$ cat config.mk
export PLATFORM = sky130hd
export DESIGN_NAME = gfm_top
export DESIGN_NICKNAME = d
export VERILOG_FILES = /design/src/design/gfm_pkg.sv /design/src/design/gfm_top.sv /design/src/design/gfm_loopclk_div.sv /design/src/design/gfm_edge_flags.sv
export SDC_FILE = /design/constraint.sdc
export NUM_CORES = 1
export LEC_CHECK = 0
export BUFFER_PORTS_ARGS = -buffer_cell sky130_fd_sc_hd__buf_2
export CAP_MARGIN = 40
export CORE_ASPECT_RATIO = 1.25
export CORE_MARGIN = 2
export CORE_UTILIZATION = 60
export DETAILED_ROUTE_END_ITERATION = 12
export PLACE_DENSITY = 0.81
export SLEW_MARGIN = 40
export SYNTH_ARGS = -nofsm -noshare
export SYNTH_HDL_FRONTEND = slang
export SYNTH_SLANG_ARGS = --single-unit
$ cat constraint.sdc
create_clock -name CLK_SYS -period 3.55 [get_ports CLK_SYS]
set_input_delay 0.5325 -clock CLK_SYS [delete_from_list [all_inputs] [get_ports CLK_SYS]]
set_output_delay 0.5325 -clock CLK_SYS [all_outputs]
set_load 0.1 [all_outputs]
$ cat src/design/gfm_pkg.sv
// package: register map, field layout, function codes for the pin multiplexer
package gfm_pkg;
  localparam int          NUM_PINS          = 16;
  localparam int          FN_W              = 10;
  // register byte addresses
  localparam logic [15:0] ADDR_LOOPCLK      = 16'h1ca0;
  localparam logic [15:0] ADDR_STATUS       = 16'h0c00;
  localparam logic [15:0] ADDR_PIN_BASE     = 16'h0c08;
  localparam logic [15:0] ADDR_EDGE_FLAGS   = 16'h0d00;
  localparam logic [15:0] ADDR_MISC         = 16'h0d04;
  // pin control register fields
  localparam int          POS_DIR           = 31;
  localparam int          POS_LVL           = 15;
  localparam int          POS_ODRAIN        = 14;
  localparam int          POS_INV           = 12;
  localparam int          POS_FN_LO         = 0;
  localparam logic        RST_DIR           = 1'b1;
  localparam logic [9:0]  RST_FN            = 10'h001;
  // loop clock register fields
  localparam int          POS_SRC_LO        = 10;
  localparam int          POS_DIV_LO        = 1;
  localparam int          POS_EN            = 0;
  localparam logic [1:0]  RST_SRC           = 2'h3;
  localparam logic [6:0]  RST_DIV           = 7'h02;
  localparam logic [1:0]  SRC_LOOP          = 2'h0;
  // function codes
  localparam logic [9:0]  FN_ALT            = 10'h000;
  localparam logic [9:0]  FN_GPIO           = 10'h001;
  localparam logic [9:0]  FN_DSPIO          = 10'h002;
  localparam logic [9:0]  FN_IRQ            = 10'h003;
  localparam logic [9:0]  FN_LOOPCLK        = 10'h010;
  localparam logic [9:0]  FN_LOCK           = 10'h018;
  localparam logic [9:0]  FN_SYSCLK_OUT     = 10'h048;
  localparam logic [9:0]  FN_PWM1           = 10'h080;
  localparam logic [9:0]  FN_PWM2           = 10'h081;
  localparam logic [9:0]  FN_SIGDET         = 10'h08c;
  localparam logic [9:0]  FN_US1            = 10'h090;
  localparam logic [9:0]  FN_US2            = 10'h092;
  localparam logic [9:0]  FN_EVLOG          = 10'h158;
  localparam logic [9:0]  FN_ALARM1         = 10'h230;
  localparam logic [9:0]  FN_ALARM4         = 10'h233;
  localparam logic [9:0]  FN_TIMER1         = 10'h250;
  localparam logic [9:0]  FN_TIMER2         = 10'h251;
  localparam logic [9:0]  FN_SS1            = 10'h608;
  localparam logic [9:0]  FN_SS4            = 10'h60b;
  // pin ranges (zero based index)
  localparam int          LOW_GROUP_LAST    = 7;
  localparam int          SS_GROUP_LAST     = 9;
  // alternate function direction kinds per pin: 0 none, 1 out, 2 in, 3 bidir
  localparam logic [31:0] ALT_KIND          = 32'hff5f_9f90;
  localparam logic [1:0]  KIND_NONE         = 2'h0;
  localparam logic [1:0]  KIND_OUT          = 2'h1;
  localparam logic [1:0]  KIND_IN           = 2'h2;
  localparam logic [1:0]  KIND_BIDIR        = 2'h3;
endpackage

$ cat src/design/gfm_top.sv
// per-pin function multiplexer for sixteen general-purpose pins with apb registers
//
// Contract
// RL1: invert bit flips output, not for 0x000/0x002
// RL2: code 0x000 selects pin's own alternate
// RL3: resets to 0x001; level out or input
// RL4: code 0x002 hands pin to dsp io
// RL5: code 0x003 outputs interrupt_request_one, pins 1-8
// RL6: interrupt_request_one always drives dedicated interrupt pin
// RL7: 0x010 loop clock, 0x018 lock, pins 1-8
// RL8: 0x048 sysclk derived clock, pins 1-8
// RL9: 0x080/0x081 pwm outputs on all pins
// RL10: 0x08c, 0x090, 0x092 detect status, pins 1-8
// RL11: 0x158 event fifo not-empty, pins 1-8
// RL12: 0x230-0x233 alarm pulses, all pins
// RL13: 0x250/0x251 timer pulses, all pins
// RL14: 0x608-0x60b slave selects, pins 1-10
// RL15: fixed alternate function per pin table
// RL16: alternate fixes direction and cmos driver
// RL17: status shows debounced input, no inversion
// RL18: latched rise and fall flags per pin
// RL19: output level bits read back zero
// RL20: software uses source 00 for loop clock
// RL21: pin clock equals loop over divider; divider below 2 gives no pin clock
// RL22: software disables before changing divider
// RL23: enable bit gates loop clock, resets 0
// RL24: invalid code drives static low
`timescale 1ns/100ps
module gfm_top
  import gfm_pkg::*;
(
  input  wire logic        CLK_SYS,
  input  wire logic        RSTN,
  input  wire logic        PSEL,
  input  wire logic        PENABLE,
  input  wire logic        PWRITE,
  input  wire logic [15:0] PADDR,
  input  wire logic [31:0] PWDATA,
  output logic [31:0]      PRDATA,
  output logic             PREADY,
  output logic             PSLVERR,
  input  wire logic [15:0] PIN_IN,
  output logic [15:0]      PIN_OUT,
  output logic [15:0]      PIN_OE_N,
  output logic [15:0]      PIN_ODRAIN,
  input  wire logic [15:0] PIN_DEBOUNCED,
  input  wire logic [15:0] ALT_OUT,
  input  wire logic [15:0] ALT_OE,
  input  wire logic [15:0] DSP_OUT,
  input  wire logic [15:0] DSP_OE,
  input  wire logic        INTERRUPT_REQUEST_ONE_IN,
  output logic             IRQ_PIN,
  input  wire logic        LOOP_TICK,
  input  wire logic        LOOP_LOCK,
  input  wire logic        SYSCLK_OUT_IN,
  input  wire logic [1:0]  PWM_IN,
  input  wire logic        SIGDET_IN,
  input  wire logic [1:0]  US_DET_IN,
  input  wire logic        EVLOG_NOT_EMPTY,
  input  wire logic [3:0]  ALARM_PULSE,
  input  wire logic [1:0]  TIMER_PULSE,
  input  wire logic [3:0]  SLAVE_SEL
);
  // per-pin control register
  logic [9:0]  fn_q    [NUM_PINS];
  logic [9:0]  fn_d    [NUM_PINS];
  logic [15:0] dir_q;
  logic [15:0] dir_d;
  logic [15:0] lvl_q;
  logic [15:0] lvl_d;
  logic [15:0] od_q;
  logic [15:0] od_d;
  logic [15:0] inv_q;
  logic [15:0] inv_d;
  // loop clock register
  logic [1:0]  src_q;
  logic [1:0]  src_d;
  logic [6:0]  div_q;
  logic [6:0]  div_d;
  logic        en_q;
  logic        en_d;
  // bus state
  logic [31:0] rdata_q;
  logic [31:0] rdata_d;
  logic        ready_q;
  logic        ready_d;
  logic        err_q;
  logic        err_d;
  // pin outputs
  logic [15:0] out_q;
  logic [15:0] out_d;
  logic [15:0] oen_q;
  logic [15:0] oen_d;
  logic [15:0] odr_q;
  logic [15:0] odr_d;
  logic        irq_q;
  logic [15:0] status_q;
  logic [31:0] flag_clr;
  logic [31:0] flags;
  logic        loop_clk;
  logic        access;
  logic        hit_pin;
  logic [3:0]  pin_idx;
  logic [15:0] pin_off;

  // selected function value for a pin; invalid code or pin gives valid=0
  function automatic logic [1:0] select_fn(input logic [9:0] fn, input int pin,
                                           input logic lclk, input logic [31:0] sig);
    logic low_ok;
    logic ss_ok;
    logic v;
    logic ok;
    low_ok = (pin <= LOW_GROUP_LAST);
    ss_ok  = (pin <= SS_GROUP_LAST);
    v      = 1'b0;
    ok     = 1'b0;
    case (fn)
      FN_IRQ:        begin ok = low_ok; v = sig[0];  end // RL5
      FN_LOOPCLK:    begin ok = low_ok; v = lclk;    end // RL7
      FN_LOCK:       begin ok = low_ok; v = sig[1];  end // RL7
      FN_SYSCLK_OUT: begin ok = low_ok; v = sig[2];  end // RL8
      FN_PWM1:       begin ok = 1'b1;   v = sig[3];  end // RL9
      FN_PWM2:       begin ok = 1'b1;   v = sig[4];  end // RL9
      FN_SIGDET:     begin ok = low_ok; v = sig[5];  end // RL10
      FN_US1:        begin ok = low_ok; v = sig[6];  end // RL10
      FN_US2:        begin ok = low_ok; v = sig[7];  end // RL10
      FN_EVLOG:      begin ok = low_ok; v = sig[8];  end // RL11
      FN_TIMER1:     begin ok = 1'b1;   v = sig[9];  end // RL13
      FN_TIMER2:     begin ok = 1'b1;   v = sig[10]; end // RL13
      default: begin
        if (fn >= FN_ALARM1 && fn <= FN_ALARM4) begin
          ok = 1'b1; // RL12
          v  = sig[11 + int'(fn[1:0])];
        end else if (fn >= FN_SS1 && fn <= FN_SS4) begin
          ok = ss_ok; // RL14
          v  = sig[15 + int'(fn[1:0])];
        end
      end
    endcase
    select_fn = {ok, v};
  endfunction

  assign access  = PSEL && PENABLE && !ready_q;
  assign pin_off = PADDR - ADDR_PIN_BASE;
  assign pin_idx = pin_off[5:2];
  assign hit_pin = (PADDR >= ADDR_PIN_BASE) && (pin_off < 16'h0040) && (PADDR[1:0] == 2'h0);

  // register writes and reads; one wait state so reads see settled state
  always_comb begin
    for (int i = 0; i < NUM_PINS; i++) begin
      fn_d[i] = fn_q[i];
    end
    dir_d    = dir_q;
    lvl_d    = lvl_q;
    od_d     = od_q;
    inv_d    = inv_q;
    src_d    = src_q;
    div_d    = div_q;
    en_d     = en_q;
    rdata_d  = 32'h0000_0000;
    ready_d  = access;
    err_d    = 1'b0;
    flag_clr = 32'h0000_0000;
    if (access) begin
      if (PADDR == ADDR_LOOPCLK) begin
        if (PWRITE) begin
          src_d = PWDATA[POS_SRC_LO +: 2]; // RL20
          div_d = PWDATA[POS_DIV_LO +: 7]; // RL21
          en_d  = PWDATA[POS_EN];          // RL23
        end
        rdata_d[POS_SRC_LO +: 2] = src_q;
        rdata_d[POS_DIV_LO +: 7] = div_q;
        rdata_d[POS_EN]          = en_q;
      end else if (PADDR == ADDR_STATUS) begin
        rdata_d[15:0] = status_q; // RL17
      end else if (PADDR == ADDR_EDGE_FLAGS) begin
        if (PWRITE) begin
          flag_clr = PWDATA; // RL18
        end
        rdata_d = flags;
      end else if (PADDR == ADDR_MISC) begin
        rdata_d[0] = irq_q;
      end else if (hit_pin) begin
        if (PWRITE) begin
          fn_d[pin_idx]  = PWDATA[POS_FN_LO +: FN_W];
          dir_d[pin_idx] = PWDATA[POS_DIR];
          lvl_d[pin_idx] = PWDATA[POS_LVL];
          od_d[pin_idx]  = PWDATA[POS_ODRAIN];
          inv_d[pin_idx] = PWDATA[POS_INV];
        end
        // level bit stays zero on read
        rdata_d[POS_FN_LO +: FN_W] = fn_q[pin_idx]; // RL19
        rdata_d[POS_DIR]           = dir_q[pin_idx];
        rdata_d[POS_ODRAIN]        = od_q[pin_idx];
        rdata_d[POS_INV]           = inv_q[pin_idx];
      end else begin
        err_d = 1'b1;
      end
    end
  end

  // pin multiplexing; oe active low
  always_comb begin
    logic [31:0] sig;
    logic [1:0]  sel;
    logic [1:0]  kind;
    sig  = {13'h0000, SLAVE_SEL, ALARM_PULSE, TIMER_PULSE, EVLOG_NOT_EMPTY,
            US_DET_IN, SIGDET_IN, PWM_IN, SYSCLK_OUT_IN, LOOP_LOCK, INTERRUPT_REQUEST_ONE_IN};
    sel  = 2'h0;
    kind = KIND_NONE;
    for (int i = 0; i < NUM_PINS; i++) begin
      kind     = ALT_KIND[2*i +: 2];
      out_d[i] = 1'b0;
      oen_d[i] = 1'b1;
      odr_d[i] = 1'b0;
      if (fn_q[i] == FN_ALT) begin
        if (kind != KIND_NONE) begin // RL15
          out_d[i] = ALT_OUT[i]; // RL2
          // direction from the table, not from the direction bit
          oen_d[i] = (kind == KIND_IN) || (kind == KIND_BIDIR && !ALT_OE[i]); // RL16
        end
      end else if (fn_q[i] == FN_DSPIO) begin
        out_d[i] = DSP_OUT[i]; // RL4
        oen_d[i] = !DSP_OE[i]; // RL4
      end else if (fn_q[i] == FN_GPIO) begin
        out_d[i] = lvl_q[i] ^ inv_q[i]; // RL3 RL1
        oen_d[i] = dir_q[i]; // RL3
        odr_d[i] = od_q[i];
      end else begin
        sel = select_fn(fn_q[i], i, loop_clk, sig);
        // invalid selection gives a low level, never inverted; oe still follows the direction bit
        out_d[i] = sel[1] & (sel[0] ^ inv_q[i]); // RL24 RL1
        oen_d[i] = dir_q[i];
        odr_d[i] = od_q[i];
      end
    end
  end

  always_ff @(posedge CLK_SYS or negedge RSTN) begin
    if (!RSTN) begin
      for (int i = 0; i < NUM_PINS; i++) begin
        fn_q[i] <= RST_FN; // RL3
      end
      dir_q    <= {NUM_PINS{RST_DIR}};
      lvl_q    <= 16'h0000;
      od_q     <= 16'h0000;
      inv_q    <= 16'h0000;
      src_q    <= RST_SRC;
      div_q    <= RST_DIV; // RL21
      en_q     <= 1'b0; // RL23
      rdata_q  <= 32'h0000_0000;
      ready_q  <= 1'b0;
      err_q    <= 1'b0;
      out_q    <= 16'h0000;
      oen_q    <= 16'hffff;
      odr_q    <= 16'h0000;
      irq_q    <= 1'b0;
      status_q <= 16'h0000;
    end else begin
      for (int i = 0; i < NUM_PINS; i++) begin
        fn_q[i] <= fn_d[i];
      end
      dir_q    <= dir_d;
      lvl_q    <= lvl_d;
      od_q     <= od_d;
      inv_q    <= inv_d;
      src_q    <= src_d;
      div_q    <= div_d;
      en_q     <= en_d;
      rdata_q  <= rdata_d;
      ready_q  <= ready_d;
      err_q    <= err_d;
      out_q    <= out_d;
      oen_q    <= oen_d;
      odr_q    <= odr_d;
      irq_q    <= INTERRUPT_REQUEST_ONE_IN; // RL6
      status_q <= PIN_DEBOUNCED; // RL17
    end
  end

  // divider only shapes the pin copy; the loop itself is untouched
  gfm_loopclk_div u_div (
    .clk       (CLK_SYS),
    .rst_n     (RSTN),
    .loop_tick (LOOP_TICK),
    .enable    (en_q && src_q == SRC_LOOP && div_q >= 7'h02), // RL23 RL21
    .divider   (div_q),
    .clk_out   (loop_clk)
  );

  gfm_edge_flags u_flags (
    .clk   (CLK_SYS),
    .rst_n (RSTN),
    .level (PIN_DEBOUNCED),
    .clear (flag_clr),
    .flags (flags)
  );

  assign PRDATA     = rdata_q;
  assign PREADY     = ready_q;
  assign PSLVERR    = err_q;
  assign PIN_OUT    = out_q;
  assign PIN_OE_N   = oen_q;
  assign PIN_ODRAIN = odr_q;
  assign IRQ_PIN    = irq_q;
endmodule

$ cat src/design/gfm_loopclk_div.sv
// divider for the loop clock pin output, driven by loop clock enable pulses
`timescale 1ns/100ps
module gfm_loopclk_div
  import gfm_pkg::*;
(
  input  wire logic       clk,
  input  wire logic       rst_n,
  input  wire logic       loop_tick,
  input  wire logic       enable,
  input  wire logic [6:0] divider,
  output logic            clk_out
);
  logic [6:0] cnt_q;
  logic [6:0] cnt_d;
  logic       out_q;
  logic       out_d;
  logic [6:0] half;

  // output high for the first half of each divider period
  always_comb begin
    half  = divider >> 1;
    cnt_d = cnt_q;
    out_d = out_q;
    if (!enable) begin
      cnt_d = 7'h00;
      out_d = 1'b0;
    end else if (loop_tick) begin
      if (cnt_q >= divider - 7'h01) begin
        cnt_d = 7'h00;
      end else begin
        cnt_d = cnt_q + 7'h01;
      end
      out_d = (cnt_d < half);
    end
  end

  always_ff @(posedge clk or negedge rst_n) begin
    if (!rst_n) begin
      cnt_q <= 7'h00;
      out_q <= 1'b0;
    end else begin
      cnt_q <= cnt_d;
      out_q <= out_d;
    end
  end

  assign clk_out = out_q;
endmodule

$ cat src/design/gfm_edge_flags.sv
// rising and falling edge flags latched on each debounced pin input
`timescale 1ns/100ps
module gfm_edge_flags
  import gfm_pkg::*;
(
  input  wire logic        clk,
  input  wire logic        rst_n,
  input  wire logic [15:0] level,
  input  wire logic [31:0] clear,
  output logic [31:0]      flags
);
  logic [15:0] prev_q;
  logic [15:0] prev_d;
  logic [31:0] flag_q;
  logic [31:0] flag_d;
  logic        primed_q;

  // low half rising, high half falling; a new edge beats a clear
  always_comb begin
    prev_d = level;
    flag_d = flag_q & ~clear;
    if (primed_q) begin
      flag_d = flag_d | {prev_q & ~level, ~prev_q & level};
    end
  end

  always_ff @(posedge clk or negedge rst_n) begin
    if (!rst_n) begin
      prev_q   <= 16'h0000;
      flag_q   <= 32'h0000_0000;
      primed_q <= 1'b0;
    end else begin
      prev_q   <= prev_d;
      flag_q   <= flag_d;
      primed_q <= 1'b1;
    end
  end

  assign flags = flag_q;
endmodule

# Word level (Yosys, flattened, before mapping)
# Index checks and enable logic that the tools add are counted.
# word_totals
latch_bits	0
reg_bits	374
elab_cells	1027
output_inout_bits	83
mem_bits_ro	0
ramBits	0
in_bits	169
mem_count	0
# op_classes
muxes	454
mul	0
bitwise_logic	60
reduce_logical	109
eq_ne	229
add_sub_neg	35
shifts	0
n_lt_le_gt_ge	105
div_mod_pow	0
# ops
cell	count
10-bit by 8-bit == test with 1-bit output (second input constant)	80
1-bit 2-to-1 mux	361
10-bit == test (second input constant)	32
10-bit by 2-bit == test with 1-bit output (second input constant)	32
10-bit by 5-bit == test with 1-bit output (second input constant)	32
10-bit greater-or-equal comparator (second input constant)	32
10-bit <= comparator (second input constant)	32
32-bit 2-to-1 mux	7
5-bit by 6-bit < comparator with 1-bit output (second input constant)	32
1-bit one-hot mux with 12 select lines	16
4-bit by 2-bit adder with 5-bit output (first input constant)	32
1-bit binary-select mux with 5-bit select	32
160-bit bitwise mux	1
10-bit by 1-bit == test with 1-bit output (second input constant)	16
10-bit by 7-bit == test with 1-bit output (second input constant)	16
10-bit by 9-bit == test with 1-bit output (second input constant)	16
10-bit logical NOT	16
12-bit OR reduction	8
16-bit bitwise mux	4
8-bit OR reduction	8
10-bit 2-to-1 mux	5
16-bit by 12-bit == test with 1-bit output (second input constant)	3
16-bit 2-to-1 mux	3
10-bit binary-select mux with 4-bit select	1
38 further kinds	175

# Logic depth before layout (Yosys ltp)
# Gate-level depths: netlist of run 1.
# depth
ltp_word	15
ltp_mapped	16
mapped_depth_nobuf	15

# Hierarchy
# From an unflattened synthesis of run 1, not the netlist that was laid out.
# unflattened
hier_cells	2406
area_unflattened_um2	25614.6
# modules_own_cells
mod	area_each_um2	cells_per_inst	n_inst
gfm_top	22831.9	2149	1
gfm_edge_flags	1896.8	149	1
gfm_loopclk_div	885.8	108	1

# Worst setup path after synthesis of run 1
# Ideal clock, no wire load.
# synth_timing
kind	reg-to-reg
startpoint	register div_q[1]
endpoint	register u_div.out_q (netlist: u_div.clk_out)
t_required_ns	3.472
synth_period_minus_slack_ns	3.190
setup_time_ns	0.078
n_path_buf	1
path_stages_with_launch	17
t_arrival_ns	3.111
slack_ns	0.360
path_cell_list	dfstp_2 inv_1 ha_1 ha_1 a21o_1 a21o_1 a211oi_1 o21bai_1 a21o_1 clkbuf_1 a21oi_1 ha_1 nand3_1 nor3_1 nor3b_1 o221ai_1 a21oi_1
# synth_between
elab_chain_len	8
elab_cells_between_ends	11
classes_between	add/sub: 1; order compare: 3; eq/ne: 1; mux: 5; reduce/logical: 1
# synth_lines
element	line_no	text
start, declared	gfm_top.sv:78	logic [6:0] div_q;
start signal, assigned	gfm_top.sv:268	div_q <= div_d;
7-bit by 1-bit subtractor with 7-bit output	gfm_loopclk_div.sv:28	if (cnt_q >= divider - 7'h01) begin
7-bit greater-or-equal comparator	gfm_loopclk_div.sv:28	
7-bit 2-to-1 mux	gfm_loopclk_div.sv:28	
7-bit 2-to-1 mux	gfm_loopclk_div.sv:27	end else if (loop_tick) begin
7-bit 2-to-1 mux	gfm_loopclk_div.sv:24	if (!enable) begin
7-bit by 6-bit < comparator with 1-bit output	gfm_loopclk_div.sv:33	out_d = (cnt_d < half);
1-bit 2-to-1 mux	gfm_loopclk_div.sv:27	
1-bit 2-to-1 mux	gfm_loopclk_div.sv:24	
end signal, assigned	gfm_loopclk_div.sv:43	out_q <= out_d;
end, declared	gfm_loopclk_div.sv:15	logic out_q;
# Several ways; a longest one is shown, not always the timed one. The select of a mux whose other input is x is not followed.
# A chain may end at the register's enable or synchronous reset.

# Final worst setup path of run 1
# Ends and elaborated chain as after synthesis.

==> results_dict.tcl, run 1 <==
set metrics [dict create \
    grtUsageTotal_pct 38.04 \
    avgRoutedWirePerCell_um 26.46 \
    power_density_mw_per_mm2 344.6 \
    vias 21450 \
    numPortBuffers 225 \
    comb_power_share_pct 8.6 \
    syn_area_mm2 0.02456 \
    dr.pass1.iters 6 \
    syn_nets 2614 \
    fin_skew_ps 14.69 \
    rr_worst_depth 15 \
    crit_chain "inv_1 -> ha_1 -> ha_1 -> a21o_1 -> a21o_1 -> a211oi_2 -> o21bai_1 -> a21o_4 -> a21oi_1 -> ha_1 -> nand3_1 -> nor3_1 -> nor3b_1 -> o221ai_1 -> a21oi_1" \
    synth_simple_gate_area_share_pct 18.01 \
    synth_xor_area_share_pct 1.386 \
    max_slew_margin_pct 47.88 \
    row_count 82 \
    clockPowerShare_pct 45.6 \
    worst_setup_path_start_kind "flop" \
    switching_share_pct 25.19 \
    arrival_ps 3810 \
    power_switching_uw 2375 \
    max_freq_mhz 299.3 \
    clk_pin_slew_ps 70 \
    grt_pass1_wl_um 123000 \
    crit_cells 15 \
    setup_viol 0 \
    holdWs_ps -6.186 \
    initialDrtViolationCount 2607 \
    cp.required_ps 4020 \
    synth_cells 2350 \
    crit_path_max_fanout 11 \
    synthMostInstantiatedCell "dfrtp_1" \
    tritoncts "built" \
    power_uw 9429 \
    status "finished, violations left" \
    synth_top_family_by_area "multiplexers" \
    fin_nets 2749 \
    synth_top_area_share_pct 32.92 \
    p_leak_uw 0.01261 \
    wl_um 81050 \
    critPathKind "reg2reg" \
    cts_hold_buf 0 \
    synth_cell_types 86 \
    synth_ff_type "dfrtp_1" \
    rrSetupSlack_ps 210 \
    async_flop_share_pct 100.0 \
    clock_latency_ps 550 \
    post_synth_main_area_contributors "dfrtp_1, mux4_2, mux2_1" \
    die_h_um 230.2 \
    cp_slowest_stage_delay_ps 540 \
    yosys.area.top_type "dfrtp_1" \
    seq_area_frac_synth_pct 38.37 \
    power_frac_seq_pct 45.8 \
    drv_slew 0 \
    placedCellCount 2986 \
    cts_buffer_depth 3 \
    synth-edff-count 0 \
    gr-total-overflow 0 \
    fin_area_mm2 0.02736 \
    regToRegStartpoint "div_q[1]" \
    cap_violations 0 \
    min_path_type "in2async" \
    fin_crit_sh_pct 94.13 \
    finalHoldViolCount 3 \
    grt_max_degree 85 \
    drc_errors 0 \
    slowest_stage "dfstp_2" \
    tightest_slew_ps 762.1 \
    die_w_um 184.9 \
    yosys-top-cells-count "dfrtp_1, nand2_1, mux2_1" \
    finalCriticalPeriod_ps 3342 \
    start_util_pct 61.06 \
    ios 252 \
    ys_ff_latch 374 \
    viasPerCell 7.001 \
    dp_hpwl_um 56010 \
    crit_path_frequent_cell "ha_1" \
    failed_checks "hold timing" \
    ant_nets 0 \
    critical_path.top_delay_family "compound AO/OA/AOI/OAI gates" \
    dieArea_mm2 0.04257 \
    synth-compound-area-share_pct 12.21 \
    muxShareOfSynthArea_pct 20.99 \
    place_area_mm2 0.02598 \
    ys_warn_count 0 \
    critPathBufInv 1 \
    htree_levels 2 \
    numCtsBuffers 39 \
    area_delta_synth_final_pct 11.41 \
    antenna_found_initial 6 \
    final_layout_size_suffix_gt1_share_pct 22.31 \
    max-vdd-ir-drop_mv 0.3522 \
    design.core.area_mm2 0.04022 \
    synth-adder-area-share_pct 4.841 \
    crit_path_end_kind "flop" \
    tns_ps 0 \
    gp_congestion 1.001 \
    p_int_uw 7053 \
    cts_root_buf "clkbuf_16" \
    final_cells 3063 \
    grt_pass1_vias 21160 \
    avgSynthCellArea_um2 10.45 \
    r2r_end "u_div.clk_out" \
    clkSinkCount 374 \
]
-- logic make-up after synthesis --
logic type | count (synthesis)
AND/OR/NAND/NOR | 801
AO/OA/AOI/OAI | 436
flip-flops | 374
multiplexers | 364
buffers and inverters | 241
adder cells (fa/ha/maj) | 95
XOR/XNOR | 38
other | 1
-- worst max-delay path by stage --
stage	start	endpoint	slack (ps)
finish	div_q[1]	u_div.clk_out	210
detailed placement	div_q[1]	u_div.clk_out	110
floorplan	div_q[1]	u_div.clk_out	360
global route	div_q[1]	u_div.clk_out	-7
global placement	div_q[1]	u_div.clk_out	160
CTS	div_q[1]	u_div.clk_out	70
-- state kept, by name, indices dropped and copies added, names as in the netlist --
signal / cells
fn_q: 160
PRDATA: 32
u_flags.flags: 32
PIN_ODRAIN: 16
PIN_OE_N: 16
PIN_OUT: 16
dir_q: 16
inv_q: 16
lvl_q: 16
od_q: 16
u_flags.prev_q: 16
div_q: 7
u_div.cnt_q: 7
src_q: 2
IRQ_PIN: 1
PREADY: 1
PSLVERR: 1
en_q: 1
u_div.clk_out: 1
u_flags.primed_q: 1
-- per-stage QoR --
stage / utilization, % / setup WS, ps
final: 68.03 / 208.5
after detailed placement: 64.60 / 111.0
after global routing: 68.01 / -7.142
after floorplan: - / 360.2
after CTS: 67.90 / 72.17
after global placement: 64.60 / 155.0
-- metal layers --
metal | GRT usage, % | up-vias | share of wire (%)
met5 | 0 | - | 0.047
met4 | 24.70 | 6 | 7.7
met3 | 9.471 | 448 | 11
met2 | 60.40 | 1453 | 46
met1 | 46.03 | 10490 | 36
li1 | - | 9048 | -
-- cell type report --
type	count	area (um2)
multi-input cells	1735	14140
fillers	2973	12860
flip-flops and latches	374	9424
repair buffers	265	1514
clock buffers	63	1209
well taps	546	683.2
inverters	70	262.8
clock inverters	8	117.6
diodes	2	5.005
-- repair_timing --
action / CTS / global route
setup buffers: 0 / 4
hold endpoints to repair: 0 / 0
gates resized for setup: 0 / 4
setup endpoints to repair: 0 / 1
-- power groups by stage --
stage / logic (uW) / clock network (uW) / registers [uW]
2_1_floorplan: 282 / 0 / 4490
3_3_place_gp: 771 / 0 / 4390
3_5_place_dp: 785 / 0 / 4390
4_1_cts: 789 / 4320 / 4320
5_1_grt: 839 / 4510 / 4320
6_report: 810 / 4300 / 4320
-- cell usage in the layout, fill, tap and decap left out, types with 61 or more instances in the layout --
master     n
dfrtp_1  322
a21oi_1   73
o21ai_0   87
inv_1     70
mux2_1   191
buf_2    223
nand2_1  232
mux4_2    97
nor2_1   133
ha_1      95
nand3_1   61
(Power assumes the default switching activity.)
==> run 2: changes to the inputs <==
--- a/config.mk
+++ b/config.mk
@@ -9,9 +9,8 @@
 export CAP_MARGIN = 40
 export CORE_ASPECT_RATIO = 1.25
 export CORE_MARGIN = 2
-export CORE_UTILIZATION = 60
+export CORE_UTILIZATION = 30
 export DETAILED_ROUTE_END_ITERATION = 12
-export PLACE_DENSITY = 0.81
 export SLEW_MARGIN = 40
 export SYNTH_ARGS = -nofsm -noshare
 export SYNTH_HDL_FRONTEND = slang
==> run 2 against run 1 <==
The run now ends clean. Sequential power about the same. Fmax grew 0.44%. Combinational power is 1% higher. Cell count rose by 17%. Die area increased by 98%. Via count shrank 4.9%. Flip-flop and latch count stayed put. Global-route usage fell by 18 points. Critical path type unchanged.
==> results_dict.tcl, run 2 (synthesis gave the netlist of run 1 again) <==
set metrics [dict create \
    die_h_um 323.9 \
    max_slew_margin_pct 48.88 \
    clk_pin_slew_ps 60 \
    status "finished, final reports clean" \
    multiInputGateArea_mm2 0.01414 \
    numCtsBuffers 41 \
    cts_root_buf "clkbuf_16" \
    gr-total-overflow 0 \
    tns_ps 0 \
    seq_area_mm2 0.009424 \
    fin_crit_sh_pct 93.71 \
    finalCriticalPeriod_ps 3327 \
    dieArea_mm2 0.08417 \
    drv_slew 0 \
    power_frac_seq_pct 43.9 \
    largest_reg_flops 160 \
    critPathKind "reg2reg" \
    clkSinkCount 374 \
    setup_viol 0 \
    place_area_mm2 0.02674 \
    clock_latency_ps 600 \
    final_layout_size_suffix_gt1_share_pct 22.93 \
    min_path_type "in2reg" \
    dp_hpwl_um 63040 \
    grt_max_degree 79 \
    power_density_mw_per_mm2 348.1 \
    row_count 117 \
    cts_buffer_depth 3 \
    max-vdd-ir-drop_mv 0.2956 \
    p_int_uw 7277 \
    largest-register "fn_q" \
    fin_area_mm2 0.02824 \
    tightest_slew_ps 766.8 \
    clockPowerShare_pct 47.8 \
    crit_path_end_kind "flop" \
    comb_power_share_pct 8.3 \
    final_common_cell "dfrtp_1" \
    cap_violations 0 \
    viasPerCell 5.670 \
    initialDrtViolationCount 1844 \
    finalHoldViolCount 0 \
    worst_setup_path_start_kind "flop" \
    ant_nets 0 \
    grtUsageTotal_pct 20.30 \
    tritoncts "built" \
    area_delta_synth_final_pct 15.01 \
    wl_um 86570 \
    cp.required_ps 4040 \
    crit_path_max_fanout 7 \
    design.core.area_mm2 0.08125 \
    fin_skew_ps 33.01 \
    grt_pass1_vias 19930 \
    max_freq_mhz 300.6 \
    vias 20400 \
    gp_congestion 0.9305 \
    numPortBuffers 225 \
    power_switching_uw 2553 \
    dr.pass1.iters 6 \
    fin_nets 2756 \
    final_cell_mix "dfrtp_1, nand2_1, buf_2, mux2_1, nor2_1" \
    grt_pass1_wl_um 129100 \
    placedCellCount 3519 \
    final_cells 3598 \
    avgRoutedWirePerCell_um 24.06 \
    rsz0062_at_grt "no" \
    switching_share_pct 25.97 \
    p_leak_uw 0.01272 \
    start_util_pct 30.22 \
    antenna_found_initial 12 \
    htree_levels 2 \
    die_w_um 259.9 \
    drc_errors 0 \
    n_fill_cell 8179 \
    ios 252 \
    arrival_ps 3820 \
]
-- run 2: changes by cell type in the layout (fill, tap and decap cells not counted), sizes merged --
cell and delta:
clkbuf -12, dlygate4sd3 +1, buf +4, clkinv +9, inv +1, clkinvlp +4, bufinv +3
-- run 2: worst paths after layout --
| path | startpoint | endpoint | slack [ps] | cells past startpoint |
|---|---|---|---|---|
| max reg2reg | div_q[1] | u_div.clk_out | 220 | 15 |
| max | div_q[1] | u_div.clk_out | 220 | 15 |
| min | PIN_DEBOUNCED[11] | u_flags.prev_q[11] | 100 | 1 |
| min reg2reg | u_flags.flags[29] | u_flags.flags[29] | 470 | 2 |
| min in group asynchronous | RSTN | PIN_OUT[12] | 510 | 2 |
| max in group asynchronous | RSTN | fn_q[90] | 2060 | 3 |
-- run 2: layout make-up --
type,instances,area share (%)
Multi-Input combinational cell,1735,50.06
Clock buffer,51,4.054
Inverter,70,0.9304
Sequential cell,374,33.37
Antenna cell,2,0.01772
Tap cell,1071,4.745
Clock inverter,25,1.179
Timing Repair Buffer,270,5.644
-- run 2: through the flow --
step           setup slack, ps  hold slack, ps  utilization (%)  total power, uW
2_1_floorplan            360.2           236.9                -             4776
3_3_place_gp             257.6           454.3            32.92             5207
3_5_place_dp             242.6           461.4            32.92             5209
4_1_cts                  216.2           77.77            34.75             9941
5_1_grt                  41.07           85.44            34.76            10130
6_report                 223.2           103.1            34.76             9830
-- run 2: timing repair --
action / CTS / global route
endpoints found under the hold margin: 67 / 0
buffers inserted: 0 / 0
resized for setup: 0 / 1
hold buffers: 1 / 0
endpoints found under the setup margin: 0 / 1
-- run 2: power by group through the flow --
stage,logic [uW],registers (uW),clock network (uW)
after floorplan,282,4490,0
after global placement,815,4390,0
after detailed placement,817,4390,0
after CTS,820,4320,4810
after global routing,866,4320,4950
final,820,4320,4690
-- run 2: routing by layer --
metal	vias to the layer above	track usage (%)	routed length, um
met2	837	33.55	41020
met3	255	3.821	5991
li1	9087	-	-
met1	10210	25.21	34660
met5	-	0.1157	109
met4	16	10.42	4785
-- run 2: worst max-delay path, cell delays in order, from the launching register on --
cell	delay, ps
dfstp_2	580
inv_1	80
ha_1	280
ha_1	280
a21o_1	150
a21o_1	170
a211oi_1	250
o21bai_1	110
a21o_1	260
a21oi_1	160
ha_1	260
nand3_1	100
nor3_1	60
nor3b_1	190
o221ai_1	150
a21oi_1	160
